==> src/hw/wpr_pkg.sv <==
// Shared types and constants for the write-protect and reset pin logic
package wpr_pkg;

    // ************************************************************
    // Pin sampling
    // ************************************************************
    localparam int SYNC_STAGES = 3;
    localparam int PIN_COUNT = 4;
    localparam int PIN_CS = 0;
    localparam int PIN_SCK = 1;
    localparam int PIN_WP = 2;
    localparam int PIN_RST = 3;
    // Levels assumed before the first sample: deselected, clock low, not protected, not in reset
    localparam logic [3:0] PIN_RESET_LEVELS = 4'hd;

    // ************************************************************
    // Sector protection
    // ************************************************************
    localparam int NUM_SECTORS = 16;
    localparam int SECTOR_W = 4;

    // ************************************************************
    // Commands and states
    // ************************************************************
    typedef enum logic [2:0] {
        WPR_CMD_OTHER = 3'h0,
        WPR_CMD_PROGRAM = 3'h1,
        WPR_CMD_ERASE = 3'h2,
        WPR_CMD_PROT_WRITE = 3'h3,
        WPR_CMD_PROT_ENABLE = 3'h4,
        WPR_CMD_LOCKDOWN = 3'h5
    } wpr_cmd_kind_t;

    typedef struct packed {
        wpr_cmd_kind_t kind;
        logic [SECTOR_W-1:0] sector;
    } wpr_cmd_t;

    typedef struct packed {
        logic reset_line;
        logic wp_line;
        logic sck;
        logic cs_n;
    } wpr_pins_t;

    typedef enum logic [3:0] {
        WPR_IDLE = 4'h1,
        WPR_ACTIVE = 4'h2,
        WPR_IGNORE = 4'h4,
        WPR_RESET = 4'h8
    } wpr_state_t;

endpackage : wpr_pkg

==> src/hw/wpr_pins.sv <==
// Write-protect and reset pin control, including their reuse as quad data lines
// ************************************************************
// Notes on behaviour
// While write protect is low every program or erase, and so every flagged sector, is blocked.
// Flagged sectors are also blocked by software protection alone, independent of the pin.
// While write protect is low any write to the sector protection register is refused.
// A program or erase command arriving while write protect is low is discarded with no operation.
// After a discarded command the state machine returns to idle when chip select goes high.
// Enable-protection and lockdown commands are still accepted while write protect is low.
// The host drives write protect at all times or holds it high with a pull-up.
// The write-protect pin has an internal pull-up so a floating pin reads not asserted.
// In a quad read both pins are driven as data lines with a new nibble on each falling clock edge.
// The pins act as data lines only while the quad enable bit is set.
// A low reset pin aborts the current operation and forces the state machine to the reset state.
// The block stays in reset while the reset pin is low and resumes once it is high.
// Power-on reset is internal, so no reset-pin sequence is needed at power-up.
// When hardware reset is unused the host drives the reset pin high.
// The host opens each operation with chip select falling and closes it with it rising.
// The host sets the quad enable bit with its own command before any quad transfer.
// While the pins carry quad data their levels are not taken as reset or write protect.
// ************************************************************
module wpr_pins (
    // Clock and internal power-on reset
    input wire logic clock,
    input wire logic rst_n,
    // Pins from the host side
    input wire wpr_pkg::wpr_pins_t pins_in,
    // Command decode from the core
    input wire logic cmd_valid,
    input wire wpr_pkg::wpr_cmd_t cmd,
    input wire logic [wpr_pkg::NUM_SECTORS-1:0] sector_flags,
    input wire logic sw_protect_en,
    // Quad transfer control from the core
    input wire logic quad_io_enable_bit,
    input wire logic quad_xfer_active,
    input wire logic quad_read_active,
    input wire logic [3:0] read_nibble,
    // Command verdicts
    output logic cmd_accept,
    output logic cmd_discard,
    // Reset towards the core
    output logic op_abort,
    output logic core_reset,
    output wpr_pkg::wpr_state_t state,
    // Pin drive for data lines two and three
    output logic data_line_two_out,
    output logic data_line_two_oe,
    output logic data_line_three_out,
    output logic data_line_three_oe,
    output logic nibble_taken,
    output logic wp_pullup_en
);

    // ************************************************************
    // Pin synchronisers
    // ************************************************************
    logic [wpr_pkg::PIN_COUNT-1:0] pin_vec;
    logic [wpr_pkg::PIN_COUNT-1:0] s1_reg;
    logic [wpr_pkg::PIN_COUNT-1:0] s2_reg;
    logic [wpr_pkg::PIN_COUNT-1:0] s3_reg;
    logic [wpr_pkg::PIN_COUNT-1:0] lvl_reg;

    assign pin_vec = pins_in;

    // A level counts only once stages two and three agree, which filters a one-sample glitch
    generate
        for (genvar i = 0; i < wpr_pkg::PIN_COUNT; i++) begin : g_sync
            always_ff @(posedge clock or negedge rst_n) begin
                if (!rst_n) begin
                    s1_reg[i] <= wpr_pkg::PIN_RESET_LEVELS[i];
                    s2_reg[i] <= wpr_pkg::PIN_RESET_LEVELS[i];
                    s3_reg[i] <= wpr_pkg::PIN_RESET_LEVELS[i];
                    lvl_reg[i] <= wpr_pkg::PIN_RESET_LEVELS[i];
                end else begin
                    s1_reg[i] <= pin_vec[i];
                    s2_reg[i] <= s1_reg[i];
                    s3_reg[i] <= s2_reg[i];
                    if (s2_reg[i] == s3_reg[i]) begin
                        lvl_reg[i] <= s3_reg[i];
                    end
                end
            end
        end
    endgenerate

    logic cs_low;
    logic sck_prev_reg;
    logic sck_fall;

    assign cs_low = !lvl_reg[wpr_pkg::PIN_CS];
    assign sck_fall = sck_prev_reg && !lvl_reg[wpr_pkg::PIN_SCK];

    // Previous clock level for edge detection on the filtered level
    always_ff @(posedge clock or negedge rst_n) begin
        if (!rst_n) begin
            sck_prev_reg <= 1'b0;
        end else begin
            sck_prev_reg <= lvl_reg[wpr_pkg::PIN_SCK];
        end
    end

    // ************************************************************
    // Quad mode and effective control levels
    // ************************************************************
    logic quad_mode_reg;
    logic wp_low_eff;
    logic rst_low_eff;

    // Quad mode needs the enable bit, so without it the pins keep their control meaning
    always_ff @(posedge clock or negedge rst_n) begin
        if (!rst_n) begin
            quad_mode_reg <= 1'b0;
        end else begin
            quad_mode_reg <= quad_io_enable_bit && quad_xfer_active && cs_low;
        end
    end

    // Data on the shared lines must not look like a protect or reset request
    assign wp_low_eff = !lvl_reg[wpr_pkg::PIN_WP] && !quad_mode_reg;
    assign rst_low_eff = !lvl_reg[wpr_pkg::PIN_RST] && !quad_mode_reg;

    // ************************************************************
    // Command screening
    // ************************************************************
    logic is_prog_erase;
    logic sector_flagged;
    logic discard_now;
    logic cmd_take;

    assign is_prog_erase = (cmd.kind == wpr_pkg::WPR_CMD_PROGRAM) || (cmd.kind == wpr_pkg::WPR_CMD_ERASE);
    assign sector_flagged = sector_flags[cmd.sector];
    assign cmd_take = cmd_valid && (state == wpr_pkg::WPR_ACTIVE) && !rst_low_eff;

    // Enable-protection and lockdown never appear here, so they pass under a low pin
    always_comb begin
        discard_now = 1'b0;
        if (is_prog_erase && wp_low_eff) begin
            discard_now = 1'b1;
        end
        if (is_prog_erase && sw_protect_en && sector_flagged) begin
            discard_now = 1'b1;
        end
        if ((cmd.kind == wpr_pkg::WPR_CMD_PROT_WRITE) && wp_low_eff) begin
            discard_now = 1'b1;
        end
    end

    // One-cycle verdict for each command taken while a frame is open
    always_ff @(posedge clock or negedge rst_n) begin
        if (!rst_n) begin
            cmd_accept <= 1'b0;
            cmd_discard <= 1'b0;
        end else begin
            cmd_accept <= cmd_take && !discard_now;
            cmd_discard <= cmd_take && discard_now;
        end
    end

    // ************************************************************
    // Command state machine
    // ************************************************************
    wpr_pkg::wpr_state_t state_next;

    // Reset has priority over every other transition
    always_comb begin
        state_next = state;
        if (rst_low_eff) begin
            state_next = wpr_pkg::WPR_RESET;
        end else begin
            unique case (state)
                wpr_pkg::WPR_IDLE: begin
                    if (cs_low) begin
                        state_next = wpr_pkg::WPR_ACTIVE;
                    end
                end
                wpr_pkg::WPR_ACTIVE: begin
                    if (cmd_take && discard_now) begin
                        state_next = wpr_pkg::WPR_IGNORE;
                    end else if (!cs_low) begin
                        state_next = wpr_pkg::WPR_IDLE;
                    end
                end
                wpr_pkg::WPR_IGNORE: begin
                    if (!cs_low) begin
                        state_next = wpr_pkg::WPR_IDLE;
                    end
                end
                wpr_pkg::WPR_RESET: begin
                    state_next = wpr_pkg::WPR_IDLE;
                end
                default: begin
                    state_next = wpr_pkg::WPR_IDLE;
                end
            endcase
        end
    end

    // State register; the async reset is the internal power-on reset
    always_ff @(posedge clock or negedge rst_n) begin
        if (!rst_n) begin
            state <= wpr_pkg::WPR_IDLE;
        end else begin
            state <= state_next;
        end
    end

    // Core reset is held from power-on and for every cycle the pin stays low outside quad mode
    always_ff @(posedge clock or negedge rst_n) begin
        if (!rst_n) begin
            core_reset <= 1'b1;
            op_abort <= 1'b0;
        end else begin
            core_reset <= rst_low_eff;
            op_abort <= rst_low_eff && (state != wpr_pkg::WPR_RESET);
        end
    end

    // ************************************************************
    // Quad read drive on data lines two and three
    // ************************************************************
    logic drive_en;

    assign drive_en = quad_io_enable_bit && quad_read_active && cs_low;

    // A new nibble goes out on each falling clock edge; drive stops as soon as the frame ends
    always_ff @(posedge clock or negedge rst_n) begin
        if (!rst_n) begin
            data_line_two_oe <= 1'b0;
            data_line_three_oe <= 1'b0;
            data_line_two_out <= 1'b0;
            data_line_three_out <= 1'b0;
            nibble_taken <= 1'b0;
        end else begin
            data_line_two_oe <= drive_en;
            data_line_three_oe <= drive_en;
            nibble_taken <= drive_en && sck_fall;
            if (drive_en && sck_fall) begin
                data_line_two_out <= read_nibble[2];
                data_line_three_out <= read_nibble[3];
            end
        end
    end

    // Pull-up request to the pad stays on; the pad is never driven outside a quad read
    always_ff @(posedge clock or negedge rst_n) begin
        if (!rst_n) begin
            wp_pullup_en <= 1'b1;
        end else begin
            wp_pullup_en <= 1'b1;
        end
    end
endmodule : wpr_pins

==> config.mk <==
export PLATFORM = sky130hd
export DESIGN_NAME = wpr_pins
export DESIGN_NICKNAME = d
export VERILOG_FILES = /design/src/hw/wpr_pkg.sv /design/src/hw/wpr_pins.sv
export SDC_FILE = /design/constraint.sdc
export NUM_CORES = 1
export LEC_CHECK = 0
export ABC_AREA = 0
export BUFFER_PORTS_ARGS = -buffer_cell sky130_fd_sc_hd__buf_2
export CELL_PAD_IN_SITES_DETAIL_PLACEMENT = 0
export CELL_PAD_IN_SITES_GLOBAL_PLACEMENT = 2
export CORE_MARGIN = 2
export CORE_UTILIZATION = 32
export DETAILED_ROUTE_END_ITERATION = 16
export PLACE_DENSITY = 0.94
export SYNTH_ARGS = -nofsm -noshare
export SYNTH_HDL_FRONTEND = slang
export SYNTH_SLANG_ARGS = --single-unit
export TNS_END_PERCENT = 100
==> constraint.sdc <==
create_clock -name clock -period 3.2 [get_ports clock]
set_input_delay 0.32 -clock clock [delete_from_list [all_inputs] [get_ports clock]]
set_output_delay 0.32 -clock clock [all_outputs]
set_load 0.05 [all_outputs]
==> results.txt <==
----------------------------------------------------
[Status]
  Result of the run ... finished, final reports clean

[Global routing]
  Via count of the first global-routing pass ... roughly 870
  Total global routing track utilization ... 0.119
  Wire length of the first global-routing pass ... 3.68 mm
  Most Used Layer, Global Route ... met2
  Met2 Track Usage GR ... 0.199
  Pin count of the biggest net entering global routing ... 31
  Met1 Resource Use GR ... 0.121
  Initial antenna violation count ... 0
  Remaining global-route overflow ... 0
  Global-route met3 utilization ... 0.0375

[Timing]
  Final hold viol count ... 0
  Max Fclk ... ~0.6 GHz
  Layout Skew ... approximately 0.0054 ns
  Final worst hold slack ... slightly above 0.05 ns
  Tcrit/Tclk final ... 0.519
  Sum of negative setup slack ... 0 ns
  Actual slew at the worst max-slew pin ... a little over 0.6 ns
  Final count of negative-setup-slack endpoints ... 0
  Max Transition Viols Final ... 0
  Shortest period the worst path allows ... around 1.7 ns
  Max_slew headroom ... 0.585
  RSZ-0062 raised after global routing ... false
  Setup ws final ... ~1.5 ns

[Clock network]
  Setup bufs post-CTS ... 0
  Post-CTS Hold Fix Bufs ... 0
  Clock sinks ... 30
  Clock input transition at the sequential cells of the worst setup and hold paths ... 0.06 ns
  Clock network latency to the later pin of the worst-skew pair ... roughly 0.28 ns
  Post-cts gate resize count ... 0
  Maximum level of the CTS H-tree ... 2
  Clock tree from TritonCTS ... done
  Root Driver ... sky130_fd_sc_hd__clkbuf_8
  Clock buffer count from CTS ... 5
  Clock Tree Buf Depth ... 2

[Worst setup path]
  Endpoint class of the critical path ... flip-flop
  Crit-path max FO ... 7
  Reg-to-reg endpoint ... state[1]
  Highest-delay cell along the critical path ... sky130_fd_sc_hd__mux4_2
  FF-to-FF setup slack ... 1.64 ns
  Source of the critical timing path ... cmd[2]
  Length in cells of the worst reg-to-reg path ... 4
  Number of buffers and inverters on the critical path ... 1
  CP Data Required Time ... ~3.4 ns
  Worst EP arrival ... about 1.9 ns
  CP cell instances ... buf_2 -> mux4_2 -> o22ai_2 -> nor4b_2 -> o31ai_2 -> and3_1
  Kind of cell adding the most delay to the critical path ... multiplexers
  Critical path class ... in2reg
  R2r startpoint ... state[3]
  Startpoint class of the critical path ... input port
  Slowest Stage Delay on Critical Path ... around 0.55 ns

[Yosys]
  Post-synth net total ... about 120
  Post-synth design cell area ... about 0.0012 mm²
  Register bit count reported by yosys ... 30
  Cells after Synth ... 81
  Share of the yosys chip area belonging to registers ... 0.629
  Distinct cell type count of the synthesized netlist ... 32
  Synthesized area per cell ... 15.1 µm²
  Number of warnings issued by yosys ... 0

[Cells and area]
  Layout overhead on the synthesized area ... 29.2%
  Count of non-filler cells in the finished layout ... between 150 and 200
  Final Util ... 0.431
  Nets@finish ... 171
  Area of combinational cells with multiple inputs ... 419 µm²
  Area of all placed cells without fillers ... ~0.0016 mm²
  Area occupied by registers ... approximately 770 µm²
  Number of diodes added for antenna fixing ... 0
  Filler Cells Inserted ... ~360
  Fraction of layout cells with a size suffix above 1 ... 0.604

[Routing]
  Average vias per placed instance ... between 4 and 5
  Routed WL per cell ... 12.0 µm
  Total wire length after detailed routing ... roughly 2.2 mm
  Number of routed nets with antenna violations ... 0
  Initial drt markers ... 21
  1st-pass router iterations ... 4
  Count of vias placed by the detailed router ... just over 800
  DRC violations left ... 0

[Floorplan]
  Die Wd ... around 66 µm
  Core box area ... approximately 0.0037 mm²
  Initial core utilization ... 0.334
  Top-level I/O count ... between 50 and 60
  Standard-cell row count ... 22
  Die Y ... between 60 and 70 µm
  Die Area ... around 0.0043 mm²

[Place]
  Cell Area, Placed ... 0.00150 mm²
  Dpl cells ... 174
  Placed wire-length estimate ... about 1.7 mm
  Count of buffers from port buffering ... 48
  Worst setup slack after placement ... 1.24 ns
  Final GP Congestion ... approximately 0.70

[Hold path]
  Hold Path Class ... in2async

[Power and ir drop]
  Pwr Total ... roughly 900 µW
  Leakage ... about 0.75 nW
  Worst vdd rail ir drop ... 0.000236 V
  PD cells ... 570 mW/mm²

[Flow run]
  Max_cap viols ... 0

----------------------------------------------------
## cells in the mapped netlist
cell / number / share of area
sky130_fd_sc_hd__nor2_1: 5 / 0.015
sky130_fd_sc_hd__mux2i_1: 1 / 0.0082
sky130_fd_sc_hd__inv_1: 2 / 0.0061
sky130_fd_sc_hd__mux2_2: 4 / 0.037
sky130_fd_sc_hd__dfstp_2: 14 / 0.30
sky130_fd_sc_hd__buf_6: 1 / 0.0092
sky130_fd_sc_hd__nor4b_1: 2 / 0.014
sky130_fd_sc_hd__mux4_2: 2 / 0.037
sky130_fd_sc_hd__o31ai_2: 1 / 0.010
sky130_fd_sc_hd__conb_1: 1 / 0.0031
sky130_fd_sc_hd__and3_1: 1 / 0.0051
sky130_fd_sc_hd__nor3_1: 3 / 0.012
sky130_fd_sc_hd__and3b_1: 4 / 0.029
sky130_fd_sc_hd__or4bb_1: 1 / 0.0092
sky130_fd_sc_hd__and4bb_2: 1 / 0.010
sky130_fd_sc_hd__nor4b_2: 1 / 0.012
sky130_fd_sc_hd__dfrtp_1: 16 / 0.33
sky130_fd_sc_hd__nand3_1: 1 / 0.0041
sky130_fd_sc_hd__o41ai_1: 1 / 0.0072
sky130_fd_sc_hd__xor2_1: 1 / 0.0072
sky130_fd_sc_hd__or2b_1: 1 / 0.0061
sky130_fd_sc_hd__a2111oi_4: 1 / 0.023
sky130_fd_sc_hd__and2b_2: 1 / 0.0072
sky130_fd_sc_hd__o22ai_2: 1 / 0.010
sky130_fd_sc_hd__xnor2_1: 2 / 0.014
sky130_fd_sc_hd__o211ai_1: 1 / 0.0061
sky130_fd_sc_hd__nor4_1: 1 / 0.0051
sky130_fd_sc_hd__nor3b_1: 1 / 0.0061
sky130_fd_sc_hd__maj3_1: 4 / 0.033
sky130_fd_sc_hd__nand2_1: 1 / 0.0031
sky130_fd_sc_hd__o21ai_0: 2 / 0.0082
sky130_fd_sc_hd__buf_4: 2 / 0.012
## kinds of logic (layout without fill, tap and decap cells)
group	Yosys count	count (layout)	synth area share
other	1	1	0.00307
multiplexers	7	7	0.0820
AND/OR/NAND/NOR	24	24	0.139
AO/OA/AOI/OAI	7	7	0.0646
XOR/XNOR	3	3	0.0215
flip-flops	30	30	0.629
buffers and inverters	5	58	0.0277
adder cells (fa/ha/maj)	4	4	0.0328
## per-layer routing
| layer | vias up | wire length, µm |
|---|---|---|
| li1 | 394 | - |
| met1 | 408 | 822 |
| met2 | 17 | 1170 |
| met3 | 10 | 101 |
| met4 | 0 | 85 |
| met5 | - | 0 |
## how the worst max path moves through the flow
stage                     to  slack (ns)  depth (start not counted)
floorplan           state[1]        1.48                          4
global placement    state[0]        1.31                          6
detailed placement  state[1]        1.24                          6
CTS                 state[1]        1.53                          6
global route        state[1]        1.45                          6
finish              state[1]        1.54                          6
## layout make-up
class | instances | share of cell area
timing repair buffer | 48 | 0.152
clock buffer | 6 | 0.0460
clock inverter | 2 | 0.00634
inverter | 2 | 0.00476
tap | 48 | 0.0381
sequential | 30 | 0.487
multi-input combinational | 46 | 0.266
## where the power goes
part	internal, mW	switching, mW	leakage [nW]
clock network	0.150	0.132	0.0450
logic	0.0606	0.112	0.357
registers	0.422	0.0216	0.351
## cell usage in the layout, fill, tap and decap left out, drive strengths merged, types with 3 or more instances in the layout
cell	instances
dfstp	14
buf	48
and3b	4
mux2	4
nor2	5
nor4b	3
dfrtp	16
nor3	3
clkbuf	6
maj3	4
Power figures use the tool's default switching activity.
